### src/pmx_defs.vh
// constants for the pin mux and reset-state block
`ifndef PMX_DEFS_VH
`define PMX_DEFS_VH
`define PMX_GPIO_W        16
`define PMX_SEL_W         2
`define PMX_SEL_SENS_DEF  2'b00
`define PMX_SEL_GPIO      2'b01
`define PMX_SEL_SENS_ALT  2'b10
`define PMX_EN_RESET      16'h0000
`define PMX_ZERO16        16'h0000
`define PMX_SEL_RESET     2'b00
`define PMX_TRIG_RISE     2'b00
`define PMX_TRIG_FALL     2'b01
`define PMX_TRIG_HIGH     2'b10
`define PMX_TRIG_LOW      2'b11
`define PMX_WAKE_LEVEL    3'h7
`define PMX_OP_WRITE      2'b00
`define PMX_OP_SET        2'b01
`define PMX_OP_CLEAR      2'b10
`define PMX_OP_TOGGLE     2'b11
`define PMX_BIT_SCLK      14
`define PMX_BIT_SDAT      15
`define PMX_BIT_DBG       9
`define PMX_BIT_HSCL      0
`define PMX_BIT_HSDA      1
`define PMX_BIT_IRQO      5
`define PMX_BIT_WAKE      4
`define PMX_BIT_DLYA      5
`define PMX_BIT_DLYB      8
`define PMX_BIT_AN0       6
`define PMX_BIT_AN1       7
`define PMX_BIT_SSPI_LO   2
`define PMX_BIT_SSPI_HI   3
`define PMX_MUX_W         20
`define PMX_MUX_SPI_BOOT  0
`define PMX_MUX_DBG_GPIO  1
`define PMX_MUX_AN        2
`define PMX_MUX_IRQO      3
`define PMX_MUX_DLYA      4
`define PMX_MUX_DLYB      5
`define PMX_MUX_HOST_GPIO 6
`define PMX_MUX_RESET     20'h0_0000
`endif

### src/pmx_gpio_bit.v
// one fast gpio bit: data flop with write, set, clear and toggle
`timescale 1ns/10ps
`default_nettype none
`include "pmx_defs.vh"
module pmx_gpio_bit (
  input  wire       core_clk,
  input  wire       reset,
  input  wire       clk_en,
  input  wire       op_valid,
  input  wire [1:0] op_code,
  input  wire       op_mask,
  input  wire       op_data,
  output reg        q_reg
);
  reg q_next;
  always @* begin
    q_next = q_reg;
    if (op_valid && op_mask) begin
      case (op_code)
        `PMX_OP_WRITE:  q_next = op_data;
        `PMX_OP_SET:    q_next = 1'b1;
        `PMX_OP_CLEAR:  q_next = 1'b0;
        `PMX_OP_TOGGLE: q_next = ~q_reg;
        default:        q_next = q_reg;
      endcase
    end
  end
  always @(posedge core_clk or posedge reset) begin
    if (reset) begin
      q_reg <= 1'b0;
    end else if (clk_en) begin
      q_reg <= q_next;
    end
  end
endmodule
`default_nettype wire

### src/pmx_pin_mux.v
// pin mux and reset-state logic of the sensing controller
`timescale 1ns/10ps
`default_nettype none
`include "pmx_defs.vh"
// How it works
// reset pin input only until enabled
// drive enabled: pull low on non-por resets
// host twi pins open-drain inputs, no pullup (code: pullups set per cfg_host_pullup, off at reset)
// sensor twi on default pins at reset
// analog pair converted differentially at sample rate
// analog inputs inactive, gpio 7:6 own
// sixteen bit port, write/set/clear/toggle ops
// bits 13:10,8:2 gpio, enable-gated, no pullups
// bit 9 debug pin, bits 1:0 host
// bits 15:14 sensor bus when enables 00
// bits 15:14 gpio when sel 01, enables 11
// mux register chooses bits 9:0 function
// wake input programmable edge or level trigger
// wake presented at priority level seven
// software raises host interrupt for response
// response transmit clears host interrupt
// host interrupt pin defaults to gpio
// mode pin sampled at power-up exit
// mode pin becomes single-wire debug link
// delay outputs routable to pins
// slave spi pins switch only during boot
// master spi pins reset as gpio 13:10
// low strap at startup selects spi slave
// mux writes take effect next edge
module pmx_pin_mux (
  input  wire        core_clk,
  input  wire        reset,
  input  wire        por_reset,
  input  wire        clk_en,
  // reset control
  input  wire        drive_reset_out,
  input  wire        internal_reset_req,
  input  wire        ext_reset_pin_n_in,
  output wire        ext_reset_pin_n_out,
  output wire        ext_reset_pin_n_oe_n,
  output reg         ext_reset_seen_reg,
  // mux configuration writes
  input  wire        cfg_wr,
  input  wire [15:0] cfg_enable,
  input  wire [1:0]  cfg_clk_sel,
  input  wire [1:0]  cfg_data_sel,
  input  wire [19:0] cfg_mux,
  input  wire [1:0]  cfg_host_pullup,
  input  wire        boot_active,
  // gpio port
  input  wire        gpio_op_valid,
  input  wire [1:0]  gpio_op_code,
  input  wire [15:0] gpio_op_mask,
  input  wire [15:0] gpio_op_data,
  input  wire [15:0] gpio_dir_out,
  output reg  [15:0] gpio_in_reg,
  // internal peripherals
  input  wire        host_twi_clk_out,
  input  wire        host_twi_data_out,
  output reg         host_twi_clk_in_reg,
  output reg         host_twi_data_in_reg,
  input  wire        host_spi_miso_out,
  input  wire        sensor_twi_clk_out,
  input  wire        sensor_twi_data_out,
  output reg         sensor_twi_clk_in_reg,
  output reg         sensor_twi_data_in_reg,
  input  wire        debug_wire_out,
  output reg         debug_wire_in_reg,
  input  wire        delay_out_first,
  input  wire        delay_out_second,
  // host interrupt
  input  wire        host_irq_set,
  input  wire        resp_tx_start,
  output reg         host_irq_reg,
  // wake interrupt
  input  wire [1:0]  wake_trig_mode,
  output reg         wake_req_reg,
  output wire [2:0]  wake_level,
  // analog
  output wire        analog_enable,
  output reg         sample_rate_sync_reg,
  input  wire        sample_rate,
  // straps
  output reg         boot_mode_select_reg,
  output reg         slave_port_strap_reg,
  // pads: in, out, oe_n (low = driving)
  input  wire [15:0] pad_in,
  output reg  [15:0] pad_out_reg,
  output reg  [15:0] pad_oe_n_reg,
  output reg  [15:0] pad_pullup_reg
);
  reg [15:0] enable_reg;
  reg [1:0]  clk_sel_reg;
  reg [1:0]  data_sel_reg;
  reg [19:0] mux_reg;
  reg [1:0]  host_pu_reg;
  reg        drive_en_reg;
  reg        rst_pull_reg;
  reg        rst_pull_d1_reg;
  reg        rst_pull_d2_reg;
  reg [15:0] pad_s1_reg;
  reg [15:0] pad_s2_reg;
  reg        rst_s1_reg;
  reg        rst_s2_reg;
  reg        por_seen_reg;
  reg        wake_prev_reg;
  reg        sdr_s1_reg;
  wire [15:0] gpio_q;
  wire        sens_gpio;
  wire        sens_bus;
  reg  [15:0] out_next;
  reg  [15:0] oe_n_next;
  reg  [15:0] pu_next;
  wire        wake_pin;
  reg         wake_hit;
  integer     k;

  // per-bit port ops
  genvar g;
  generate
    for (g = 0; g < `PMX_GPIO_W; g = g + 1) begin : g_bit
      pmx_gpio_bit u_bit (
        .core_clk (core_clk),
        .reset    (reset),
        .clk_en   (clk_en),
        .op_valid (gpio_op_valid),
        .op_code  (gpio_op_code),
        .op_mask  (gpio_op_mask[g]),
        .op_data  (gpio_op_data[g]),
        .q_reg    (gpio_q[g])
      );
    end
  endgenerate

  // configuration latch
  always @(posedge core_clk or posedge reset) begin
    if (reset) begin
      enable_reg   <= `PMX_EN_RESET;
      clk_sel_reg  <= `PMX_SEL_RESET;
      data_sel_reg <= `PMX_SEL_RESET;
      mux_reg      <= `PMX_MUX_RESET;
      host_pu_reg  <= 2'b00;
      drive_en_reg <= 1'b0;
    end else if (clk_en) begin
      drive_en_reg <= drive_reset_out;
      if (cfg_wr) begin
        enable_reg   <= cfg_enable;
        clk_sel_reg  <= cfg_clk_sel;
        data_sel_reg <= cfg_data_sel;
        host_pu_reg  <= cfg_host_pullup;
        // slave spi only while booting
        mux_reg[`PMX_MUX_W-1:1] <= cfg_mux[`PMX_MUX_W-1:1];
        if (boot_active) begin
          mux_reg[`PMX_MUX_SPI_BOOT] <= cfg_mux[`PMX_MUX_SPI_BOOT];
        end
      end
    end
  end

  // pad synchronisers carry no reset, so the straps see the pins at release
  always @(posedge core_clk) begin
    if (clk_en) begin
      pad_s1_reg <= pad_in;
      pad_s2_reg <= pad_s1_reg;
    end
  end

  // reset-pin and sample-rate synchronisers
  always @(posedge core_clk or posedge reset) begin
    if (reset) begin
      rst_s1_reg <= 1'b1;
      rst_s2_reg <= 1'b1;
      sdr_s1_reg <= 1'b0;
      sample_rate_sync_reg <= 1'b0;
    end else if (clk_en) begin
      rst_s1_reg <= ext_reset_pin_n_in;
      rst_s2_reg <= rst_s1_reg;
      sdr_s1_reg <= sample_rate;
      // conversions paced by the sample rate
      sample_rate_sync_reg <= sdr_s1_reg;
    end
  end

  // open-drain reset drive, only after enable, never for por
  always @(posedge core_clk or posedge reset) begin
    if (reset) begin
      rst_pull_reg       <= 1'b0;
      rst_pull_d1_reg    <= 1'b0;
      rst_pull_d2_reg    <= 1'b0;
      ext_reset_seen_reg <= 1'b0;
    end else if (clk_en) begin
      rst_pull_reg       <= drive_en_reg && internal_reset_req && !por_reset;
      rst_pull_d1_reg    <= rst_pull_reg;
      rst_pull_d2_reg    <= rst_pull_d1_reg;
      // own pull stays visible through the pin synchroniser for two edges
      ext_reset_seen_reg <= !rst_s2_reg && !rst_pull_reg &&
                            !rst_pull_d1_reg && !rst_pull_d2_reg;
    end
  end
  assign ext_reset_pin_n_out  = 1'b0;
  assign ext_reset_pin_n_oe_n = !rst_pull_reg;

  // straps caught at the first enabled edge after reset release
  always @(posedge core_clk or posedge reset) begin
    if (reset) begin
      por_seen_reg         <= 1'b0;
      boot_mode_select_reg <= 1'b1;
      slave_port_strap_reg <= 1'b1;
    end else if (clk_en && !por_seen_reg) begin
      por_seen_reg         <= 1'b1;
      boot_mode_select_reg <= pad_s2_reg[`PMX_BIT_DBG];
      slave_port_strap_reg <= pad_s2_reg[`PMX_BIT_DLYB];
    end
  end

  // sensor pair ownership
  assign sens_gpio = (clk_sel_reg == `PMX_SEL_GPIO) && (data_sel_reg == `PMX_SEL_GPIO) &&
                     enable_reg[`PMX_BIT_SCLK] && enable_reg[`PMX_BIT_SDAT];
  assign sens_bus  = !sens_gpio;

  // analog inactive until muxed in
  assign analog_enable = mux_reg[`PMX_MUX_AN];

  always @* begin
    out_next  = `PMX_ZERO16;
    oe_n_next = {`PMX_GPIO_W{1'b1}};
    pu_next   = `PMX_ZERO16;
    // enable-gated gpio, pullups off
    for (k = 0; k < `PMX_GPIO_W; k = k + 1) begin
      if (enable_reg[k] && gpio_dir_out[k]) begin
        out_next[k]  = gpio_q[k];
        oe_n_next[k] = 1'b0;
      end
    end
    // sensor twi open-drain on its default pins
    if (sens_bus) begin
      oe_n_next[`PMX_BIT_SCLK] = sensor_twi_clk_out;
      oe_n_next[`PMX_BIT_SDAT] = sensor_twi_data_out;
      out_next[`PMX_BIT_SCLK]  = 1'b0;
      out_next[`PMX_BIT_SDAT]  = 1'b0;
    end
    // debug wire owns bit 9 unless muxed to gpio
    if (!mux_reg[`PMX_MUX_DBG_GPIO]) begin
      out_next[`PMX_BIT_DBG]  = 1'b0;
      oe_n_next[`PMX_BIT_DBG] = !por_seen_reg || debug_wire_out;
    end
    // host twi open-drain inputs, pullups per config
    if (!mux_reg[`PMX_MUX_HOST_GPIO]) begin
      out_next[`PMX_BIT_HSCL]  = 1'b0;
      out_next[`PMX_BIT_HSDA]  = 1'b0;
      oe_n_next[`PMX_BIT_HSCL] = host_twi_clk_out;
      oe_n_next[`PMX_BIT_HSDA] = host_twi_data_out;
      pu_next[`PMX_BIT_HSCL]   = host_pu_reg[0];
      pu_next[`PMX_BIT_HSDA]   = host_pu_reg[1];
    end
    // slave spi output on bit 2
    if (mux_reg[`PMX_MUX_SPI_BOOT]) begin
      out_next[`PMX_BIT_SSPI_LO]  = host_spi_miso_out;
      oe_n_next[`PMX_BIT_SSPI_LO] = 1'b0;
      oe_n_next[`PMX_BIT_SSPI_HI] = 1'b1;
    end
    // delay outputs to pins
    if (mux_reg[`PMX_MUX_DLYA]) begin
      out_next[`PMX_BIT_DLYA]  = delay_out_first;
      oe_n_next[`PMX_BIT_DLYA] = 1'b0;
    end
    if (mux_reg[`PMX_MUX_DLYB]) begin
      out_next[`PMX_BIT_DLYB]  = delay_out_second;
      oe_n_next[`PMX_BIT_DLYB] = 1'b0;
    end
    // host interrupt on bit 5 only when muxed
    if (mux_reg[`PMX_MUX_IRQO]) begin
      out_next[`PMX_BIT_IRQO]  = host_irq_reg;
      oe_n_next[`PMX_BIT_IRQO] = 1'b0;
    end
    if (analog_enable) begin
      oe_n_next[`PMX_BIT_AN0] = 1'b1;
      oe_n_next[`PMX_BIT_AN1] = 1'b1;
    end
  end

  always @(posedge core_clk or posedge reset) begin
    if (reset) begin
      pad_out_reg    <= `PMX_ZERO16;
      pad_oe_n_reg   <= {`PMX_GPIO_W{1'b1}};
      pad_pullup_reg <= `PMX_ZERO16;
      gpio_in_reg    <= `PMX_ZERO16;
      host_twi_clk_in_reg    <= 1'b1;
      host_twi_data_in_reg   <= 1'b1;
      sensor_twi_clk_in_reg  <= 1'b1;
      sensor_twi_data_in_reg <= 1'b1;
      debug_wire_in_reg      <= 1'b1;
    end else if (clk_en) begin
      pad_out_reg    <= out_next;
      pad_oe_n_reg   <= oe_n_next;
      pad_pullup_reg <= pu_next;
      gpio_in_reg    <= pad_s2_reg;
      host_twi_clk_in_reg    <= pad_s2_reg[`PMX_BIT_HSCL];
      host_twi_data_in_reg   <= pad_s2_reg[`PMX_BIT_HSDA];
      sensor_twi_clk_in_reg  <= sens_bus ? pad_s2_reg[`PMX_BIT_SCLK] : 1'b1;
      sensor_twi_data_in_reg <= sens_bus ? pad_s2_reg[`PMX_BIT_SDAT] : 1'b1;
      debug_wire_in_reg      <= pad_s2_reg[`PMX_BIT_DBG];
    end
  end

  // host interrupt, set wins over clear
  always @(posedge core_clk or posedge reset) begin
    if (reset) begin
      host_irq_reg <= 1'b0;
    end else if (clk_en) begin
      if (host_irq_set) begin
        host_irq_reg <= 1'b1;
      end else if (resp_tx_start) begin
        host_irq_reg <= 1'b0;
      end
    end
  end

  // wake trigger on its input pad
  assign wake_pin = pad_s2_reg[`PMX_BIT_WAKE];
  always @* begin
    case (wake_trig_mode)
      `PMX_TRIG_RISE: wake_hit = wake_pin && !wake_prev_reg;
      `PMX_TRIG_FALL: wake_hit = !wake_pin && wake_prev_reg;
      `PMX_TRIG_HIGH: wake_hit = wake_pin;
      `PMX_TRIG_LOW:  wake_hit = !wake_pin;
      default:        wake_hit = 1'b0;
    endcase
  end
  always @(posedge core_clk or posedge reset) begin
    if (reset) begin
      // idle pad is pulled high, so no false rise after reset
      wake_prev_reg <= 1'b1;
      wake_req_reg  <= 1'b0;
    end else if (clk_en) begin
      wake_prev_reg <= wake_pin;
      wake_req_reg  <= wake_hit;
    end
  end
  // fixed top priority
  assign wake_level = `PMX_WAKE_LEVEL;
endmodule
`default_nettype wire

### config.mk
export PLATFORM = sky130hd
export DESIGN_NAME = pmx_pin_mux
export DESIGN_NICKNAME = d
export VERILOG_FILES = /design/src/pmx_gpio_bit.v /design/src/pmx_pin_mux.v
export VERILOG_INCLUDE_DIRS = /design/src /design/src/src
export SDC_FILE = /design/constraint.sdc
export NUM_CORES = 1
export LEC_CHECK = 0
export BUFFER_PORTS_ARGS = -buffer_cell sky130_fd_sc_hd__buf_2
export CAP_MARGIN = 20
export CORE_ASPECT_RATIO = 0.9
export CORE_MARGIN = 2
export CORE_UTILIZATION = 50
export DETAILED_ROUTE_END_ITERATION = 8
export GPL_TIMING_DRIVEN = 0
export PLACE_DENSITY_LB_ADDON = 0.08
export SLEW_MARGIN = 20
export SYNTH_ARGS = -nofsm -noshare
export SYNTH_HDL_FRONTEND = slang
export SYNTH_SLANG_ARGS = --single-unit
### constraint.sdc
create_clock -name core_clk -period 4.7 [get_ports core_clk]
set_clock_uncertainty 0.05 [all_clocks]
set_input_delay 0.47 -clock core_clk [delete_from_list [all_inputs] [get_ports core_clk]]
set_output_delay 0.47 -clock core_clk [all_outputs]
set_load 0.01 [all_outputs]
==> results.md, run 1 <==
* Final setup violating endpoints at 0
* Setup crit end kind: flop
* Clock root buffer: clkbuf_16
* Fmax at 542 MHz
* Tot GR Track Use at 0.233
* I/O Buffers at 179
* Synth top area share at 0.376
* DRC viols at 0
* Area growth syn-to-layout at 28.8%
* Relative max-transition margin at 0.516
* Worst EP required at between 4 and 5 ns
* Antenna violations before repair at 1
* Drt wl/cell at 16.6 µm
* Chip height at around 110 µm
* Routed vias/inst at 5.12
* Number of setup buffers added after CTS at 0
* Resize count post-CTS at 0
* FF+latch area at 0.00387 mm²
* Critical Path AT at 2.07 ns
* Final Max Slew Viols at 0
* R2R Path End: sensor_twi_data_in_reg$_DFFE_PP1P_
* WS Path Type: input pin to flop
* Max incr delay on CP at 0.56 ns
* Setup TNS at 0 ns
* Fin crit period at 1.84 ns
* Maximum level of the CTS H-tree at 4
* Setup WS pre-CTS at roughly 2.4 ns
* I/O pins at approximately 210
* Most used flip-flop cell after synthesis: dfrtp_1
* Global route overflow at 0
* Max Buffers Root-to-Sink at 2
* Pwr dens at ~420 mW/mm²
* R2r startpoint: data_sel_reg[1]$_DFFE_PP0P_
* Die X at 119 µm
* Final ANT Viol Nets at 0
* Critical path fanouts, max at 33
* Hold_ws at 0.0494 ns
* Nets at 804
* Share of post-route cells with drive strength above 1 at 0.477
* Maximum number of pins on one net before global-route repair at 61
* Final wirelength at 14000 µm
* Share of the yosys chip area belonging to registers at 0.653
* Leakage at 3.53 nW
* Average size of a mapped cell at approximately 13 µm²
* Slowest cell on the critical path: buf_2
* Synth warn at 0
* Final worst-path cycle share at 0.392
* Multi-input gate area at 0.00171 mm²
* RSZ-0062 raised after global routing: false
* Core region area at 0.0115 mm²
* DR iter-0 viols at 214
* Post-cts hold buffer count at 0
* Placed Area at ~0.007 mm²
* Post-synth EDFFs at 32
* Synth area leaders: dfrtp_1 (38%), edfxtp_1 (16%), dfstp_2 (12%)
* Min-Delay Path Class: input pin to async pin
* Worst-margin pin slew at 0.726 ns
* DP Wirelength at 10100 µm
* Die area at 0.0127 mm²
* CTS tree: yes
* Setup ws final at 2.86 ns
* Starting Density at 0.516
* Commonest cells post-synth: dfrtp_1 (89), mux2_2 (55), a31oi_1 (44)
* Clock transition at path regs at 0.05 ns
* DRT Pass-1 Iters at 5
* Post-Syn Instances at between 400 and 500
* R2R Setup Slk at ~3.4 ns
* Vias in the first global route at about 4300
* Startpoint types: input pin
* Worst-Skew Late Latency at 0.41 ns
* Ys async rst share at 0.782
* Synth cell types at 34
* Rows at 37
* Mapped cell area at 0.00593 mm²
* Via count at 4314
* Status: finished clean
* Yosys reg bits at about 150
* Peak supply drop at just under 0.3 mV
* Sequence of cells on the critical path: buf_2 > buf_4 > buf_6 > buf_6 > buf_2 > a31oi_1
* Final core occ at 0.665
* Depth of the worst register-to-register path at 3
* Final hold vios at 0
* Total CTS buffers at 17
* Clock sinks at ~150
* Area leader, netlist: dfrtp_1
* Placer Congestion at around 0.85
* Cell area after layout at 0.00764 mm²
* Most frequent cell after synthesis: dfrtp_1
* First-pass GRT wire length at between 20000 and 25000 µm
* Maxcap violations at 0
* Filler instances at 916
critical path, delay by kind of cell:
| kind | cells | cell delay (ns) |
|---|---|---|
| buffers and inverters | 5 | 1.46 |
| AO/OA/AOI/OAI | 1 | 0.12 |
power breakdown:
group          total (mW)  internal, mW  switching [mW]  leakage, nW
Clock                1.20         0.728           0.473        0.256
Sequential           1.59          1.49           0.101         1.65
Combinational       0.447         0.220           0.227         1.62
worst max path at each step:
stage | from | end | slack (ns)
final | clk_en | pad_out_reg[8]$_DFFE_PP0P_ | 2.86
after CTS | clk_en | pad_out_reg[8]$_DFFE_PP0P_ | 2.81
after global placement | reset | pad_out_reg[12]$_DFFE_PP0P_ | -0.13
after global routing | clk_en | pad_out_reg[8]$_DFFE_PP0P_ | 2.70
after detailed placement | clk_en | pad_out_reg[8]$_DFFE_PP0P_ | 2.36
after floorplan | reset | clk_sel_reg[0]$_DFFE_PP0P_ | 1.18
layout by cell type, fill, tap and decap left out, types with 2 or more instances in the layout:
cell type / instances
a21oi_1: 7
o211ai_1: 3
or3_1: 2
o21ai_0: 37
nand2_1: 32
o22ai_1: 5
edfxtp_1: 32
a31oi_1: 44
nand3_1: 5
dfrtp_1: 89
clkinv_1: 5
nor2_1: 17
mux2i_1: 3
buf_6: 5
dfstp_2: 26
clkinv_2: 3
conb_1: 18
nand2b_1: 2
or2_2: 2
buf_2: 190
nand4_1: 8
mux2_2: 55
xor2_1: 2
nor2b_1: 2
inv_1: 29
nand4b_1: 4
clkbuf_16: 17
buf_4: 23
clkbuf_1: 7
metal layers:
metal	global-route usage	share of wire
met5	0	0
met4	0.115	0.025
met3	0.0742	0.082
met2	0.353	0.47
met1	0.306	0.43
cell type report:
cell class,count,share of cell area
inverter,30,0.0154
tap,156,0.0256
clock inverter,9,0.00836
buffer,41,0.0382
antenna,1,0.000328
timing repair buffer,180,0.121
clock buffer,23,0.0600
multi-input combinational,256,0.224
sequential,147,0.507
per-stage QoR:
step	power, mW	instances
after floorplan	1.86	474
after global placement	2.03	809
after detailed placement	2.06	810
after CTS	3.28	842
after global routing	3.40	842
final	3.24	843
logic make-up after synthesis:
group	synth area share
mux	0.111
flops	0.653
xor+xnor	0.00295
other cells	0.00127
simple gates	0.0679
buf+inv	0.0682
compound gates	0.0954
No activity file was read; power rests on OpenSTA's default activity.
==> inputs of run 2 (changes only) <==
--- a/config.mk
+++ b/config.mk
@@ -6,6 +6,7 @@
 export SDC_FILE = /design/constraint.sdc
 export NUM_CORES = 1
 export LEC_CHECK = 0
+export ABC_AREA = 1
 export BUFFER_PORTS_ARGS = -buffer_cell sky130_fd_sc_hd__buf_2
 export CAP_MARGIN = 20
 export CORE_ASPECT_RATIO = 0.9
==> constraint.sdc (replaced) <==
create_clock -name core_clk -period 1.9 [get_ports core_clk]
set_clock_uncertainty 0.05 [all_clocks]
set_input_delay 0.19 -clock core_clk [delete_from_list [all_inputs] [get_ports core_clk]]
set_output_delay 0.19 -clock core_clk [all_outputs]
set_load 0.01 [all_outputs]
==> run 2 against run 1 <==
Setup slack worse by 2.6 ns. First-iteration DRC count up 130%. Sequential power is 140% higher. Via count increased by 22%. Non-clock buffer count up 67. Global-route usage is 3.3 points higher. Worst hold slack lost 0.037 ns. Register-to-register slack worse by 2.9 ns. Total power increased to 2.7 times the previous value. Sequential cell count unchanged. Die area grew 1.3%. Synthesized cell count grew 35%.
==> results.md, run 2 <==
* I/O Buffers at 180
* Core region area at 0.0116 mm²
* Status: finished clean
* First-pass GRT wire length at about 26000 µm
* Non-Filler Instances at between 1000 and 1500
* Final hold vios at 0
* Relative max-transition margin at 0.603
* Tot GR Track Use at 0.266
* Final Max Slew Viols at 0
* CTS tree: yes
* Worst EP required at between 2 and 2.5 ns
* Nets at just over 1000
* Synth area leaders: dfrtp_1 (37%), edfxtp_1 (16%), nand2_1 (13%)
* Min-Delay Path Class: input pin to flop
* Worst-margin pin slew at 0.596 ns
* RSZ-0062 raised after global routing: false
* Antenna violations before repair at 0
* Global route overflow at 0
* Rows at 37
* Setup TNS at 0 ns
* Fmax at 618 MHz
* Post-Syn Instances at 618
* Most common cell after layout, fill and taps aside: nand2_1
* Clock sinks at 147
* Final setup violating endpoints at 0
* Fin crit period at 1.62 ns
* Synth top area share at 0.371
* Post-synth EDFFs at 32
* Critical path fanouts, max at 34
* Commonest cells post-synth: nand2_1 (211), dfrtp_1 (89), o21ai_0 (70)
* WS Path Type: input pin to flop
* Die X at 120 µm
* DP Wirelength at roughly 11000 µm
* Routed vias/inst at 4.93
* Maximum number of pins on one net before global-route repair at 36
* Synth cell types at 29
* Startpoint types: input pin
* Ys async rst share at 0.782
* Synth warn at 0
* DRC viols at 0
* Maxcap violations at 0
* Drt wl/cell at 15.3 µm
* Setup ws final at between 0.2 and 0.3 ns
* Antenna fix cells at 0
* Power, Total at 8.74 mW
* Placed Area at 0.00723 mm²
* Maximum level of the CTS H-tree at 4
* Placed cells at 973
* Leakage at 4.35 nW
* Max Buffers Root-to-Sink at 2
* Hold_ws at around 0.013 ns
* Cell area after layout at 0.00856 mm²
* Most frequent cells in the layout: nand2_1 (211), buf_2 (194), dfrtp_1 (89), o21ai_0 (70), dlygate4sd3_1 (65)
* Worst-Skew Late Latency at 0.42 ns
* Most used flip-flop cell after synthesis: dfrtp_1
* Clock transition at path regs at 0.06 ns
* Yosys reg bits at 147
* Final worst-path cycle share at 0.852
* Share of post-route cells with drive strength above 1 at 0.316
* Area leader, netlist: dfrtp_1
* Mapped cell area at about 0.0060 mm²
* Peak supply drop at 0.808 mV
* Pwr dens at 1020 mW/mm²
* Clock root buffer: clkbuf_16
* Final core occ at 0.740
* Final ANT Viol Nets at 0
* Most frequent cell after synthesis: nand2_1
* Vias in the first global route at 5392
* Placer Congestion at 0.835
* Average size of a mapped cell at 9.72 µm²
* Final wirelength at 16400 µm
* Area growth syn-to-layout at 42.4%
* Setup WS pre-CTS at 0.0302 ns
* Via count at 5271
* Critical Path AT at 1.93 ns
* Share of the yosys chip area belonging to registers at 0.644
* DR iter-0 viols at 499
* I/O pins at 212
* DRT Pass-1 Iters at 5
* Total CTS buffers at 17
* Setup crit end kind: flop
* Chip height at roughly 110 µm
* Die area at 0.0129 mm²
* Starting Density at 0.519
[run 2: area by class of cell]
type	instances	area, µm²
Inverter	56	214
Sequential cell	147	3870
Clock inverter	10	203
Buffer	40	263
Clock buffer	22	474
Multi-Input combinational cell	391	1730
Timing Repair Buffer	248	1610
Tap cell	156	195
Fill cell	872	3010
[run 2: cell families after synthesis]
| logic type | synth area share |
|---|---|
| AOI/OAI and AO/OA | 0.0991 |
| other | 0.00125 |
| DFF | 0.644 |
| buffers and inverters | 0.0787 |
| and+or+nand+nor | 0.175 |
| muxes | 0.00187 |
[run 2: power breakdown]
part           internal (mW)  switching (mW)
sequential              3.62           0.185
combinational          0.501           0.631
clock                   2.56            1.24
[run 2: worst max-delay path, cell delays in order]
cell           delay [ns]
clkbuf_4             0.41
buf_4                0.28
buf_2                0.29
nand3_1              0.12
nand3_1              0.09
dlygate4sd3_1        0.54
[run 2: path summary, 6_finish.rpt]
kind	startpoint	endpoint	slack [ns]	depth (start not counted)
hold reg to reg	pad_s1_reg[3]$_DFFE_PP_	pad_s2_reg[3]$_DFFE_PP_	0.37	0
max in group asynchronous	reset	host_twi_data_in_reg$_DFFE_PP1P_	0.69	5
setup reg to reg	mux_reg[6]$_DFFE_PP0P_	pad_oe_n_reg[0]$_DFFE_PP1P_	0.50	4
hold / removal	gpio_dir_out[1]	pad_oe_n_reg[1]$_DFFE_PP1P_	0.01	4
setup / recovery	clk_en	pad_oe_n_reg[0]$_DFFE_PP1P_	0.28	6
min in group asynchronous	reset	enable_reg[3]$_DFFE_PP0P_	0.27	3
[run 2: routing by layer]
layer,track usage,vias up,share of wire
met5,0,-,0
met4,0.113,0,0.021
met3,0.0622,26,0.071
met2,0.454,220,0.49
met1,0.330,2515,0.42
li1,-,2510,-
[run 2: timing repair]
action / CTS / global route
buffers inserted: 0 / 0
hold buffers: 65 / 0
hold endpoints to repair: 79 / 0
gates resized for setup: 0 / 1
setup endpoints to repair: 0 / 2
